--- config.mk ---
export PLATFORM = sky130hd
export DESIGN_NAME = clear_call_decrement
export DESIGN_NICKNAME = d
export VERILOG_FILES = /design/src/verilog/clrdec_pkg.sv /design/src/verilog/return_stack.sv /design/src/verilog/clear_call_decrement.sv
export SDC_FILE = /design/constraint.sdc
export NUM_CORES = 1
export LEC_CHECK = 0
export BUFFER_PORTS_ARGS = -buffer_cell sky130_fd_sc_hd__buf_2
export CAP_MARGIN = 20
export CORE_MARGIN = 10
export CORE_UTILIZATION = 56
export CTS_BUF_LIST = sky130_fd_sc_hd__clkbuf_8
export CTS_CLUSTER_SIZE = 25
export DETAILED_ROUTE_END_ITERATION = 8
export PLACE_DENSITY = 0.85
export SLEW_MARGIN = 10
export SYNTH_ARGS = -nofsm -noshare
export SYNTH_HDL_FRONTEND = slang
export SYNTH_HIERARCHICAL = 1
export SYNTH_SLANG_ARGS = --single-unit
--- constraint.sdc ---
create_clock -name sys_clk -period 6.44 [get_ports sys_clk]
set_input_delay 1.932 -clock sys_clk [delete_from_list [all_inputs] [get_ports sys_clk]]
set_output_delay 1.932 -clock sys_clk [all_outputs]
set_load 0.01 [all_outputs]
--- src/verilog/clrdec_pkg.sv ---
package clrdec_pkg;
    localparam int DATA_W = 8;
    localparam int ADDR_W = 7;
    localparam int PC_W = 13;
    localparam int LIT_W = 11;
    localparam int OPC_W = 14;
    localparam int STACK_DEPTH = 8;
    localparam int STACK_PTR_W = 3;
    localparam int WATCHDOG_W = 16;
    localparam int PRE_W = 8;
    // instruction encodings
    localparam logic [13:0] OPC_WATCHDOG_CLEAR = 14'h0064;
    localparam logic [13:0] OPC_ACC_CLEAR = 14'h0103;
    localparam logic [5:0] OPC_COMPLEMENT_HI = 6'h09;
    localparam logic [5:0] OPC_DECREMENT_HI = 6'h03;
    localparam logic [5:0] OPC_DEC_SKIP_HI = 6'h0b;
    localparam logic [6:0] OPC_FILE_CLEAR_HI = 7'h03;
    localparam logic [2:0] OPC_CALL_HI = 3'h4;
    // field positions
    localparam int DEST_BIT = 7;
    localparam int LATCH_LO = 3;
    localparam int LATCH_HI = 4;
    localparam logic [12:0] PC_RESET = 13'h0000;
    localparam logic [7:0] ZERO_BYTE = 8'h00;

    typedef enum logic [2:0] {
        OP_NONE, OP_CLEAR_WATCHDOG, OP_CALL, OP_COMPLEMENT_FILE,
        OP_CLEAR_FILE, OP_CLEAR_ACC, OP_DECREMENT_FILE, OP_DECREMENT_SKIP
    } op_type;

    typedef struct packed {
        logic [ADDR_W-1:0] addr;
        logic [DATA_W-1:0] data;
        logic we;
    } file_wr_type;

    typedef struct packed {
        logic zero_flag;
        logic timeout_flag;
        logic powerdown_flag;
    } flags_type;
endpackage

--- src/verilog/return_stack.sv ---
`timescale 1ns/1ns
module return_stack
    import clrdec_pkg::*;
#(
    parameter int DEPTH = STACK_DEPTH,
    parameter int PTR_W = STACK_PTR_W
) (
    input wire logic sys_clk,
    input wire logic rst_n,
    input wire logic clk_en,
    input wire logic push,
    input wire logic [PC_W-1:0] push_data,
    output logic [PC_W-1:0] stack_top
);
    // the pointer wraps by itself only when the depth is a power of two
    if (DEPTH != (1 << PTR_W)) begin : g_bad_depth
        $error("stack depth must be 2**PTR_W");
    end

    logic [PC_W-1:0] mem [DEPTH];
    logic [PTR_W-1:0] ptr_r;

    // circular: overflow wraps and overwrites the oldest entry
    always_ff @(posedge sys_clk) begin
        if (!rst_n) begin
            ptr_r <= '0;
            stack_top <= PC_RESET;
        end else if (clk_en && push) begin
            mem[ptr_r] <= push_data;
            ptr_r <= ptr_r + 1'b1;
            stack_top <= push_data;
        end
    end
endmodule // return_stack

--- src/verilog/clear_call_decrement.sv ---
`timescale 1ns/1ns
// Functional notes
// - clear_watchdog_op zeroes the watchdog_counter
// - clear_watchdog_op zeroes the watchdog prescaler too
// - clear_watchdog_op sets timeout_flag and powerdown_flag only
// - call pushes pc plus one onto stack_top
// - call loads 11-bit literal into pc bits 10..0
// - call takes pc bits 12..11 from pc_high_latch 4..3; no flags
// - call takes two instruction cycles
// - destination bit 0 writes accumulator, 1 writes the register
// - complement_file_op inverts register, updates only zero flag
// - clear_file_op writes zero and sets zero flag
// - clear_accumulator_op writes zero to accumulator, sets zero flag
// - decrement_file_op subtracts one, updates only zero flag
// - decrement_skip_zero_op subtracts one, changes no flags
// - zero result discards next instruction, runs a nop instead
module clear_call_decrement
    import clrdec_pkg::*;
#(
    parameter int WATCHDOG_WIDTH = WATCHDOG_W,
    parameter int PRE_WIDTH = PRE_W
) (
    input wire logic sys_clk,
    input wire logic rst_n,
    input wire logic clk_en,
    input wire logic [OPC_W-1:0] instr,
    input wire logic instr_valid,
    input wire logic [DATA_W-1:0] file_rd_data,
    input wire logic [DATA_W-1:0] pc_high_latch,
    input wire logic watchdog_tick,
    input wire logic pre_tick,
    output logic [ADDR_W-1:0] file_rd_addr,
    output file_wr_type file_wr,
    output logic [DATA_W-1:0] accumulator,
    output flags_type flags,
    output logic [PC_W-1:0] pc,
    output logic [PC_W-1:0] stack_top,
    output logic [WATCHDOG_WIDTH-1:0] watchdog_counter,
    output logic [PRE_WIDTH-1:0] prescaler,
    output logic busy,
    output op_type last_op
);
    // a counter needs at least one bit to count a tick
    if (WATCHDOG_WIDTH < 1) begin : g_bad_watchdog
        $error("watchdog counter width must be at least one");
    end
    if (PRE_WIDTH < 1) begin : g_bad_prescaler
        $error("prescaler width must be at least one");
    end
    // the call target is the literal plus two latch bits
    if (PC_W != LIT_W + 2) begin : g_bad_pc
        $error("program counter must be two bits wider than the literal");
    end
    if (LATCH_HI - LATCH_LO != 1) begin : g_bad_latch
        $error("two latch bits feed the top of the program counter");
    end
    if (ADDR_W > DEST_BIT) begin : g_bad_dest
        $error("register address must sit below the destination bit");
    end
    // the decoder reads fixed opcode bits and byte-wide constants
    if (OPC_W != 14) begin : g_bad_opcode
        $error("instruction word must be fourteen bits");
    end
    if (DATA_W != 8) begin : g_bad_data
        $error("data path must be eight bits");
    end
    if (LIT_W > OPC_W - 3) begin : g_bad_literal
        $error("call literal must fit below the call opcode");
    end

    typedef enum logic [1:0] {ST_EXEC, ST_FLUSH} phase_type;

    typedef struct packed {
        phase_type phase;
        logic [PC_W-1:0] pc;
        logic [DATA_W-1:0] acc;
        flags_type flags;
        file_wr_type wr;
        logic [WATCHDOG_WIDTH-1:0] watch_cnt;
        logic [PRE_WIDTH-1:0] pre;
        op_type op;
        logic [1:0] watch_sync;
        logic [1:0] pre_sync;
    } state_type;

    state_type s_r;
    state_type s_nxt;
    logic push;
    logic [PC_W-1:0] push_data;
    op_type op;
    logic [DATA_W-1:0] dec_val;
    logic [DATA_W-1:0] inv_val;
    logic dec_zero;
    logic inv_zero;
    logic to_file;
    logic watch_tick_s;
    logic pre_tick_s;

    function automatic op_type decode(input logic [OPC_W-1:0] w);
        if (w == OPC_WATCHDOG_CLEAR) begin
            return OP_CLEAR_WATCHDOG;
        end
        if (w == OPC_ACC_CLEAR) begin
            return OP_CLEAR_ACC;
        end
        if (w[13:11] == OPC_CALL_HI) begin
            return OP_CALL;
        end
        if (w[13:7] == OPC_FILE_CLEAR_HI) begin
            return OP_CLEAR_FILE;
        end
        if (w[13:8] == OPC_COMPLEMENT_HI) begin
            return OP_COMPLEMENT_FILE;
        end
        if (w[13:8] == OPC_DECREMENT_HI) begin
            return OP_DECREMENT_FILE;
        end
        if (w[13:8] == OPC_DEC_SKIP_HI) begin
            return OP_DECREMENT_SKIP;
        end
        return OP_NONE;
    endfunction

    // wraps at the top of program memory, as the stack push does
    function automatic logic [PC_W-1:0] next_pc(input logic [PC_W-1:0] p);
        return p + 13'h0001;
    endfunction

    function automatic logic is_zero(input logic [DATA_W-1:0] v);
        return (v == ZERO_BYTE);
    endfunction

    function automatic logic [PC_W-1:0] call_target(
        input logic [DATA_W-1:0] latch,
        input logic [OPC_W-1:0] w
    );
        return {latch[LATCH_HI:LATCH_LO], w[LIT_W-1:0]};
    endfunction

    // the two-cycle members of the group; a nop slot follows them
    function automatic logic takes_two(input op_type o, input logic z);
        case (o)
            OP_CALL: return 1'b1;
            OP_DECREMENT_SKIP: return z;
            default: return 1'b0;
        endcase
    endfunction

    // routes a register-operand result by the destination bit
    function automatic state_type put_result(
        input state_type s,
        input logic dest,
        input logic [DATA_W-1:0] v
    );
        state_type r;
        r = s;
        if (dest) begin
            r.wr.we = 1'b1;
            r.wr.data = v;
        end else begin
            r.acc = v;
        end
        return r;
    endfunction

    assign op = decode(instr);
    assign dec_val = file_rd_data - 8'h01;
    assign inv_val = ~file_rd_data;
    assign dec_zero = is_zero(dec_val);
    assign inv_zero = is_zero(inv_val);
    assign to_file = instr[DEST_BIT];
    assign file_rd_addr = instr[ADDR_W-1:0];
    // only the second flop of each synchroniser is read
    assign watch_tick_s = s_r.watch_sync[1];
    assign pre_tick_s = s_r.pre_sync[1];

    always_comb begin
        s_nxt = s_r;
        s_nxt.wr.we = 1'b0;
        push = 1'b0;
        push_data = next_pc(s_r.pc);

        // the ticks come from the watchdog oscillator, not this clock
        s_nxt.watch_sync = {s_r.watch_sync[0], watchdog_tick};
        s_nxt.pre_sync = {s_r.pre_sync[0], pre_tick};

        // free-running counters; the clear below wins over a tick
        if (watch_tick_s) begin
            s_nxt.watch_cnt = s_r.watch_cnt + 1'b1;
        end
        if (pre_tick_s) begin
            s_nxt.pre = s_r.pre + 1'b1;
        end

        case (s_r.phase)
            ST_FLUSH: begin
                // fetched word is dropped; this cycle acts as a nop
                // and the pc holds, so a call's target is fetched next
                s_nxt.phase = ST_EXEC;
                s_nxt.op = OP_NONE;
            end
            ST_EXEC: begin
                if (instr_valid) begin
                    // an unknown opcode still advances the pc
                    s_nxt.op = op;
                    s_nxt.pc = next_pc(s_r.pc);
                    s_nxt.wr.addr = instr[ADDR_W-1:0];
                    case (op)
                        OP_CLEAR_WATCHDOG: begin
                            // the zero flag stays; only two flags move
                            s_nxt.watch_cnt = '0;
                            s_nxt.pre = '0;
                            s_nxt.flags.timeout_flag = 1'b1;
                            s_nxt.flags.powerdown_flag = 1'b1;
                        end

                        OP_CALL: begin
                            push = 1'b1;
                            s_nxt.pc = call_target(pc_high_latch, instr);
                        end

                        OP_COMPLEMENT_FILE: begin
                            s_nxt = put_result(s_nxt, to_file, inv_val);
                            s_nxt.flags.zero_flag = inv_zero;
                        end

                        OP_CLEAR_FILE: begin
                            s_nxt.wr.we = 1'b1;
                            s_nxt.wr.data = ZERO_BYTE;
                            s_nxt.flags.zero_flag = 1'b1;
                        end

                        OP_CLEAR_ACC: begin
                            s_nxt.acc = ZERO_BYTE;
                            s_nxt.flags.zero_flag = 1'b1;
                        end

                        OP_DECREMENT_FILE: begin
                            s_nxt = put_result(s_nxt, to_file, dec_val);
                            s_nxt.flags.zero_flag = dec_zero;
                        end

                        OP_DECREMENT_SKIP: begin
                            // no flag is touched here
                            s_nxt = put_result(s_nxt, to_file, dec_val);
                        end

                        default: begin
                            // other opcodes are handled elsewhere in the core
                        end
                    endcase
                    if (takes_two(op, dec_zero)) begin
                        s_nxt.phase = ST_FLUSH;
                    end
                end
            end
            default: begin
                s_nxt.phase = ST_EXEC;
            end
        endcase
    end

    // one register for all state; clk_en low freezes every field
    always_ff @(posedge sys_clk) begin
        if (!rst_n) begin
            s_r.phase <= ST_EXEC;
            s_r.pc <= PC_RESET;
            s_r.acc <= ZERO_BYTE;
            s_r.flags <= '0;
            s_r.wr <= '0;
            s_r.watch_cnt <= '0;
            s_r.pre <= '0;
            s_r.op <= OP_NONE;
            s_r.watch_sync <= '0;
            s_r.pre_sync <= '0;
        end else if (clk_en) begin
            s_r <= s_nxt;
        end
    end

    // overflow of the return stack wraps and loses the oldest entry
    return_stack #(
        .DEPTH(STACK_DEPTH),
        .PTR_W(STACK_PTR_W)
    ) u_stack (
        .sys_clk(sys_clk),
        .rst_n(rst_n),
        .clk_en(clk_en),
        .push(push),
        .push_data(push_data),
        .stack_top(stack_top)
    );

    assign file_wr = s_r.wr;
    assign accumulator = s_r.acc;
    assign flags = s_r.flags;
    assign pc = s_r.pc;
    assign watchdog_counter = s_r.watch_cnt;
    assign prescaler = s_r.pre;
    // high during the nop slot: the word presented now is ignored
    assign busy = (s_r.phase == ST_FLUSH);
    assign last_op = s_r.op;
endmodule // clear_call_decrement

==> results.md, run 1 <==
* Outcome: finished clean
* Via/cell ratio at slightly below 6
* Post_cts resized at 0
* Placed Cells at 712
* Kind of critical path: primary input to flip-flop
* Worst path bufs/invs at 1
* Post-route cell area at 5000 um2
* Worst-path cell chain: buf_2, or4b_4, o21ai_0, nand4_1, nor2_1, and2_4, o21ai_1
* First-pass GRT wire length at a little under 20000 um
* Non-Filler Instances at 728
* Detail Route Antenna Nets at 0
* Post-CTS Setup Bufs at 0
* Post-synthesis sequential area ratio at 0.353
* Area growth syn-to-layout at 4.83%
* Initial antenna violation count at 0
* Num rows at 33
* YS warnings at 6
* Core Area at 8260 um2
* Main synth FF type: dfxtp_1
* Max stage delay cell, worst path: nor2_1
* Crit share post-route at 0.658
* Slew HR at 0.315
* Pwr dens at 202 nW/um2
* Global route overflow at 0
* Overall die width at 112 um
* 1st-pass router iterations at 5
* Slew Viols, Final at 0
* Critical-path maximum fanout at 14
* Max cap viols at 0
* GRT Total Usage at 0.181
* XOR/XNOR Fraction of Synth Area at 0.0625
* Layout cells sized above 1 at 0.254
* Post-layout total power at 1.01 mW
* Vias in the first global route at 3930
* Mapped Area at between 4000 and 5000 um2
* Adder and majority gate portion of the synthesized area at 0.0157
* Post-synth top area share at 0.353
* Largest family of logic cells by synthesized area: simple AND/OR/NAND/NOR gates
* Fraction of registers with async set/reset at 0
* Cell Area, Placed at 4790 um2
* Root Buffer: clkbuf_8
* R2R depth at 4
* Dominant cell type by area after synthesis: dfxtp_1
* Largest net degree at the start of global routing at between 40 and 50
* Number of synthesized flops with an enable pin at 0
* CP Launch Type: primary input
* Final Core Density at 0.605
* Worst stage delay on the critical path at roughly 0.76 ns
* CTS H-tree lvls at 3
* Synthesized area per cell at 8.05 um2
* LEAKAGE at 2.09 nW
* Seq cells post-synth at 84
* # IOs at 124
* Most common cell after layout, fill and taps aside: buf_2
* CTS max path bufs at 2
* Port bufs at 117
* Post-Route Skew at 0.00735 ns
* Final net count at 660
* Fin crit period at about 4.2 ns
* ANT cells at 0
* Unrepaired setup endpoints after global routing: no
* Unique masters post-synth at around 60
* Worst-path clk slew at 0.09 ns
* DRT iter0 DRCs at between 400 and 500
* CTS Buf Count at 9
* DPL Wire Length at 8800 um
* Synth Area in Compound Gates at 0.156
* Delay-heaviest family, CP: simple AND/OR/NAND/NOR gates
* Crit path depth at 7
* Synth Area in Simple Gates at 0.238
* Most frequent cells in the layout: 117 x buf_2, 84 x dfxtp_1, 63 x nand2_1, 61 x nor2_1, 38 x a21oi_1
* CP Capture Type: flip-flop
* Post-Route Setup TNS at 0 ns
* Syn nets at 634
* Wirelength per Cell at 16.6 um
* Hold Crit Depth at 2
* Mux cell area share after synthesis at 0.0147
* Hold Fails Final Rpt at 0
* CTS sink cnt at 84
* Worst IR Drop VDD at 0.000112 V
* Die area at 12600 um2
* Hold buffers post-CTS at 0
* Mapped Cells at between 500 and 600
* Top post-synthesis cells by area: dfxtp_1 35%, buf_4 12%, nand2_1 5.0%, nor2_1 4.8%, a21oi_1 4.0%
* Final GP Congestion at between 0.8 and 0.9
* # DRC at 0
* Vias at 4206
* Die Ht at 112 um
* Fmax at 236 MHz
* Worst-Margin Slew at roughly 1.0 ns
* CTS tree: done
* # setup viols final at 0
* Worst-Skew Late Latency at 0.36 ns
* Initial core utilization at 0.577
* CP required at 6.68 ns
* Worst Path Arrival at 4.48 ns
* Final WL at ~12000 um
* Hold/Removal Path Class: flip-flop to flip-flop
==> through the flow <==
step	hold slack, ns	setup WS (ns)
final	0.457	2.20
after global routing	0.479	2.07
after CTS	0.459	2.26
after detailed placement	0.447	1.94
after global placement	0.439	2.01
after floorplan	0.436	2.46
==> path summary, 6_finish.rpt <==
check                             from                    end  slack (ns)
hold reg to reg   u_stack/stack_top[5]   u_stack/stack_top[5]        0.46
setup reg to reg               s_r[71]             file_wr[8]        4.13
setup / recovery             instr[12]  u_stack/stack_top[12]        2.20
hold / removal    u_stack/stack_top[5]   u_stack/stack_top[5]        0.46
==> Yosys cell counts (all sizes together), types with 4 or more instances <==
cell    number
nor3        13
ha           6
a21oi       39
nand3       21
o21a         5
o211ai       4
a31oi        6
nor4b        4
nor2        61
nor4         6
nand2       63
and2         4
nand2b       6
inv         14
nand4       26
xnor2       18
and3         4
xor2        16
dfxtp       84
o21ai       35
buf         82
mux2i        7
clkbuf      22
==> power by group <==
group,internal (mW),switching (mW)
sequential,0.526,0.00646
clock,0.198,0.188
combinational,0.0304,0.0608
==> registers in the layout, indices dropped and copies added, names as in the netlist <==
signal,cells
u_stack/stack_top,13
pre_tick_s,1
s_r,4
flags,2
prescaler,8
accumulator,8
file_wr,16
watchdog_counter,16
pc,13
last_op,3
==> final cells by class <==
| cell class | count | area, um2 |
|---|---|---|
| fill | 766 | 3260 |
| multi-input combinational | 390 | 2330 |
| sequential | 84 | 1680 |
| timing repair buffer | 119 | 601 |
| clock buffer | 11 | 151 |
| tap | 105 | 131 |
| inverter | 14 | 52.6 |
| clock inverter | 5 | 51.3 |
==> per-layer routing <==
layer  share of wire  global-route usage  up-vias
met3           0.083              0.0602       25
met1            0.43               0.227     1976
met4           0.017              0.0533        0
met2            0.47               0.288      165
met5               0                   0        -
li1                -                   -     2040
==> kinds of logic (layout without fill, tap and decap cells) <==
family | Yosys count | count (layout)
compound gates | 114 | 114
xor+xnor | 34 | 34
fa+ha+maj | 6 | 6
buf+inv | 118 | 149
flops | 84 | 84
mux | 7 | 7
simple gates | 229 | 229
==> worst min-delay path, cell delays in order (launching register included) <==
cell and delay, ns:
dfxtp_1 0.31, nand2_1 0.06, o21ai_2 0.05
Power figures use the tool's default switching activity.
==> run 2: changes to the inputs <==
CORE_UTILIZATION = 55   (was 56)
PLACE_DENSITY = 0.84   (was 0.85)
clock period = 4.2 ns   (was 6.44 ns; I/O delays follow)
==> run 2 against run 1 <==
  * Register-to-register slack got worse by 2.1 ns
  * Via count fell by 0.86%
  * Die area rose by 1.5%
  * Count of clock-buffer cells in the layout did not move
  * Clock skew rose by 0.0044 ns
==> results.md, run 2 (synthesis gave the netlist of run 1 again) <==
* Outcome: finished clean
* Worst flop-to-flop path startpoint: s_r[71]
* Num rows at 33 (unchanged)
* Post-Route Setup TNS at 0 ns (unchanged)
* Net Sw Power at 0.391 mW (+53%)
* Most frequent cells in the layout: 117 x buf_2, 84 x dfxtp_1, 63 x nand2_1, 61 x nor2_1, 38 x a21oi_1
* Worst-Skew Late Latency at 0.35 ns (about the same)
* Critical-path maximum fanout at 24 (+10)
* Fmax at 330 MHz
* Slew HR at 0.263 (-0.0526)
* Final net count at 665 (+0.76%)
* Filler cells at 752 (-1.8%)
* Post_cts resized at 0 (unchanged)
* Via/cell ratio at 5.70 (-1.4%)
* Register area at 1680 um2 (unchanged)
* Hold/Removal Path Class: flip-flop to flip-flop
* Final GP Congestion at 0.906 (+1.1%)
* Die area at 12800 um2 (+1.5%)
* Port bufs at 117 (unchanged)
* Detail Route Antenna Nets at 0 (unchanged)
* Most common cell after layout, fill and taps aside: buf_2
* Wirelength per Cell at 16.5 um (-0.58%)
* Max cap viols at 0 (unchanged)
* CP Capture Type: flip-flop
* GRT Total Usage at 0.181 (-0.000353)
* DPL Wire Length at 8900 um (+1.1%)
* # IOs at 124 (unchanged)
* Root Buffer: clkbuf_8
* Layout cells sized above 1 at 0.258 (+0.00476)
* ANT cells at 0 (unchanged)
* Area growth syn-to-layout at 5.59%
* Hold Crit Depth at 2 (unchanged)
* Placed Cells at 717 (+0.70%)
* Die Ht at 113 um (+0.74%)
* Post-Route Skew at 0.0117 ns (+0.00439 ns)
* Overall die width at 113 um (+0.74%)
* Final WL at 12100 um (about the same)
* R2R depth at 6 (+2)
* Slew Viols, Final at 0 (unchanged)
* Initial core utilization at 0.572 (-0.00572)
* LEAKAGE at 2.11 nW (+1.0%)
* Worst IR Drop VDD at 0.000153 V (+37%)
* Sw Ratio at 0.252 (-0.000774)
* Post-CTS Setup Bufs at 0 (unchanged)
* Non-Filler Instances at 732 (+0.55%)
* CTS tree: done
* Comb power frac at 0.093 (+0.003)
* Unrepaired setup endpoints after global routing: no
* Clk pwr share at 0.381 (about the same)
* Worst-Margin Slew at 1.10 ns (+0.0752 ns)
* Core Area at 8340 um2 (+1.0%)
* Hold_sp: u_stack/stack_top[10]
* # DRC at 0 (unchanged)
* Hold Fails Final Rpt at 0 (unchanged)
* Hold WS at 0.455 ns (-0.00140 ns)
* Largest net degree at the start of global routing at 47 (-2.1%)
* Kind of critical path: primary input to flip-flop
* CTS H-tree lvls at 3 (unchanged)
* Pwr dens at 308 nW/um2 (+52%)
* # setup viols final at 0 (unchanged)
* Worst Path Arrival at 3.23 ns (-1.25 ns)
* CTS max path bufs at 2 (unchanged)
* Worst-path clk slew at 0.08 ns (about the same)
* Vias in the first global route at 4005 (+1.9%)
* Crit share post-route at 0.722
* Initial antenna violation count at 0 (unchanged)
* Vias at 4170 (-0.86%)
* CTS sink cnt at 84 (unchanged)
* 1st-pass router iterations at 5 (unchanged)
* First-pass GRT wire length at 19500 um (+0.36%)
* CP required at 4.40 ns (-2.28 ns)
* CTS Buf Count at 9 (unchanged)
* Setup crit start: instr[9]
* CP Launch Type: primary input
* Flop pwr share at 0.526 (about the same)
* Multi-input gate area at 2330 um2 (unchanged)
* Power Internal at 1.16 mW (+54%)
* Hold buffers post-CTS at 0 (unchanged)
* Global route overflow at 0 (unchanged)
* DRT iter0 DRCs at 363 (-16%)
* Fin crit period at 3.03 ns
## run 2: cell types whose count changed in the layout (fill, tap and decap cells not counted), sizes merged
| cell | before | now |
|---|---|---|
| buf | 119 | 124 |
| clkinv | 2 | 1 |
## run 2: routing by layer
layer | part of all wire | GRT usage | vias to the layer above
met5 | 0 | 0 | -
met4 | 0.015 | 0.0541 | 0
met3 | 0.085 | 0.0581 | 21
met2 | 0.47 | 0.296 | 178
met1 | 0.43 | 0.220 | 1929
li1 | - | - | 2042
## run 2: final cells by class
cell class | instances | share of cell area
clock buffers | 11 | 0.0301
clock inverters | 4 | 0.00994
inverters | 14 | 0.0104
multi-input cells | 390 | 0.463
flip-flops and latches | 84 | 0.334
well taps | 105 | 0.0261
repair buffers | 124 | 0.127
## run 2: power groups by stage
| stage | clock network, mW | logic, mW | registers (mW) |
|---|---|---|---|
| 6_report | 0.591 | 0.143 | 0.815 |
| 5_1_grt | 0.632 | 0.158 | 0.817 |
| 4_1_cts | 0.599 | 0.142 | 0.815 |
| 3_5_place_dp | 0 | 0.141 | 0.834 |
| 3_3_place_gp | 0 | 0.137 | 0.833 |
| 2_1_floorplan | 0 | 0.100 | 0.832 |
## run 2: per-stage QoR
stage,util,instance area (um2),worst slack [ns],total power [mW]
finish,0.604,5030,1.17,1.55
global route,0.604,5030,0.979,1.61
CTS,0.604,5030,1.21,1.56
detailed placement,0.579,4830,0.835,0.975
global placement,0.579,4830,0.936,0.970
floorplan,-,4770,1.31,0.932
## run 2: worst paths after layout
path,end,slack [ns]
max reg2reg,watchdog_counter[8],2.01
min reg2reg,u_stack/stack_top[10],0.46
min,u_stack/stack_top[10],0.46
max,watchdog_counter[8],1.17
## run 2: worst max-delay path, cell delays in order
cell	delay (ns)
buf_2	0.17
nor3_1	0.40
nand2_1	0.12
nor3_1	0.41
nand2b_1	0.75
nor2_1	0.12
==> run 3: changes to the inputs <==
clock period = 3.15 ns   (was 4.2 ns; I/O delays follow)
==> run 3 against run 2 <==
  * Die area did not move
  * First-iteration DRC count is 45% higher
  * Total power up 36%
  * Hold slack worse by 0.0052 ns
  * Combinational power grew 36%
  * Global-route usage is 0.52 points higher
  * Critical path type unchanged
==> results.md, run 3 (synthesis gave the netlist of run 1 again) <==
* Post-CTS Setup Bufs at 0 (unchanged)
* Vias at 4359 (+4.5%)
* CTS tree: done
* DPL Wire Length at 9320 um (+4.8%)
* Core Area at 8340 um2 (unchanged)
* Final GP Congestion at 0.931 (+2.8%)
* Largest net degree at the start of global routing at 47 (unchanged)
* Slew Viols, Final at 0 (unchanged)
* Post_cts resized at 0 (unchanged)
* Fin crit period at 2.58 ns
* Most common cell after layout, fill and taps aside: buf_2
* Hold Fails Final Rpt at 0 (unchanged)
* Area growth syn-to-layout at 6.64%
* CTS max path bufs at 2 (unchanged)
* LEAKAGE at 2.14 nW (+1.4%)
* Die Ht at 113 um (unchanged)
* Unrepaired setup endpoints after global routing: no
* Layout cells sized above 1 at 0.266 (+0.00745)
* Final net count at 669 (+0.60%)
* First-pass GRT wire length at 19900 um (+2.3%)
* Fmax at 388 MHz
* Outcome: finished clean
* CTS sink cnt at 84 (unchanged)
* CP Capture Type: flip-flop
* Filler cells at 750 (-0.27%)
* Worst-Margin Slew at 0.587 ns (-0.514 ns)
* Net Sw Power at 0.520 mW (+33%)
* ANT cells at 0 (unchanged)
* Global route overflow at 0 (unchanged)
* CTS H-tree lvls at 3 (unchanged)
* Worst-Skew Late Latency at 0.35 ns (about the same)
* Flop pwr share at 0.514 (-0.012)
* Pwr dens at 416 nW/um2 (+35%)
* Clk pwr share at 0.394 (+0.013)
* Final WL at 12400 um (+2.9%)
* Worst Path Arrival at 2.83 ns (-0.40 ns)
* CTS Buf Count at 9 (unchanged)
* CP Launch Type: primary input
* Max cap viols at 0 (unchanged)
* Critical-path maximum fanout at 5 (-79%)
* Post-Route Skew at 0.00694 ns (-0.00480 ns)
* Initial antenna violation count at 0 (unchanged)
* Hold WS at 0.450 ns (-0.00523 ns)
* Dpl ws at 0.275 ns (-0.560 ns)
* Port bufs at 117 (unchanged)
* Placed Cells at 721 (+0.56%)
* # IOs at 124 (unchanged)
* Slew HR at 0.608 (+0.345)
* Via/cell ratio at 5.91 (+3.8%)
* Crit share post-route at 0.818
* CP required at 3.41 ns (-0.99 ns)
* Overall die width at 113 um (unchanged)
* # setup viols final at 0 (unchanged)
* Worst-path clk slew at 0.09 ns (about the same)
* Worst IR Drop VDD at 0.000195 V (+27%)
* Num rows at 33 (unchanged)
* Hold buffers post-CTS at 0 (unchanged)
* Power Internal at 1.60 mW (+38%)
* Kind of critical path: primary input to flip-flop
* Die area at 12800 um2 (unchanged)
* Sw Ratio at 0.246 (-0.00638)
* Wirelength per Cell at 16.8 um (+2.2%)
* Final worst setup slack at 0.573 ns (-0.594 ns)
* Root Buffer: clkbuf_8
* Initial core utilization at 0.572 (unchanged)
* Post-Route Setup TNS at 0 ns (unchanged)
* 1st-pass router iterations at 6 (+1)
* Most frequent cells in the layout: 117 x buf_2, 84 x dfxtp_1, 63 x nand2_1, 61 x nor2_1, 38 x a21oi_1
* Comb power frac at 0.092 (about the same)
* Detail Route Antenna Nets at 0 (unchanged)
* DRT iter0 DRCs at 525 (+45%)
* Non-Filler Instances at 737 (+0.68%)
* GRT Total Usage at 0.186 (+0.00520)
* Hold/Removal Path Class: flip-flop to flip-flop
* # DRC at 0 (unchanged)
* Vias in the first global route at 4088 (+2.1%)
run 3: cell count changes in the layout (fill, tap and decap cells not counted), sizes merged:
cell,before,now
buf,124,128
clkbuf,11,13
inv,15,14
run 3: critical path: stages:
cell and delay [ns]:
buf_2 0.13, inv_1 0.10, ha_1 0.24, or3b_2 0.52, o31a_1 0.27, nor2_1 0.22, a31oi_1 0.12, o32ai_1 0.29
run 3: cell type report:
type | count | area [um2] | area share
clock buffer | 13 | 179 | 0.0352
clock inverter | 3 | 42.5 | 0.00837
inverter | 14 | 52.6 | 0.0103
multi-input combinational | 390 | 2330 | 0.458
sequential | 84 | 1680 | 0.331
tap | 105 | 131 | 0.0258
timing repair buffer | 128 | 668 | 0.131
run 3: path summary, 6_finish.rpt:
path / startpoint / to / slack [ns] / depth (start not counted)
max: file_rd_data[1] / flags[2] / 0.57 / 8
min: u_stack/stack_top[10] / u_stack/stack_top[10] / 0.45 / 2
max reg2reg: pc[0] / pc[12] / 1.08 / 6
min reg2reg: u_stack/stack_top[10] / u_stack/stack_top[10] / 0.45 / 2
run 3: stage by stage:
step	util	cell area [um2]	power [mW]
finish	0.610	5080	2.12
global route	0.610	5080	2.21
CTS	0.610	5080	2.13
detailed placement	0.583	4860	1.30
global placement	0.583	4860	1.30
floorplan	-	4770	1.24
run 3: power groups by stage:
stage	sequential (mW)	combinational, mW	clock, mW
2_1_floorplan	1.11	0.134	0
3_3_place_gp	1.11	0.185	0
3_5_place_dp	1.11	0.191	0
4_1_cts	1.09	0.192	0.851
5_1_grt	1.09	0.212	0.904
6_report	1.09	0.195	0.833
run 3: layer usage:
| layer | global-route usage | share of wire |
|---|---|---|
| met5 | 0 | 0 |
| met1 | 0.216 | 0.41 |
| met4 | 0.0643 | 0.022 |
| met2 | 0.304 | 0.47 |
| met3 | 0.0729 | 0.098 |
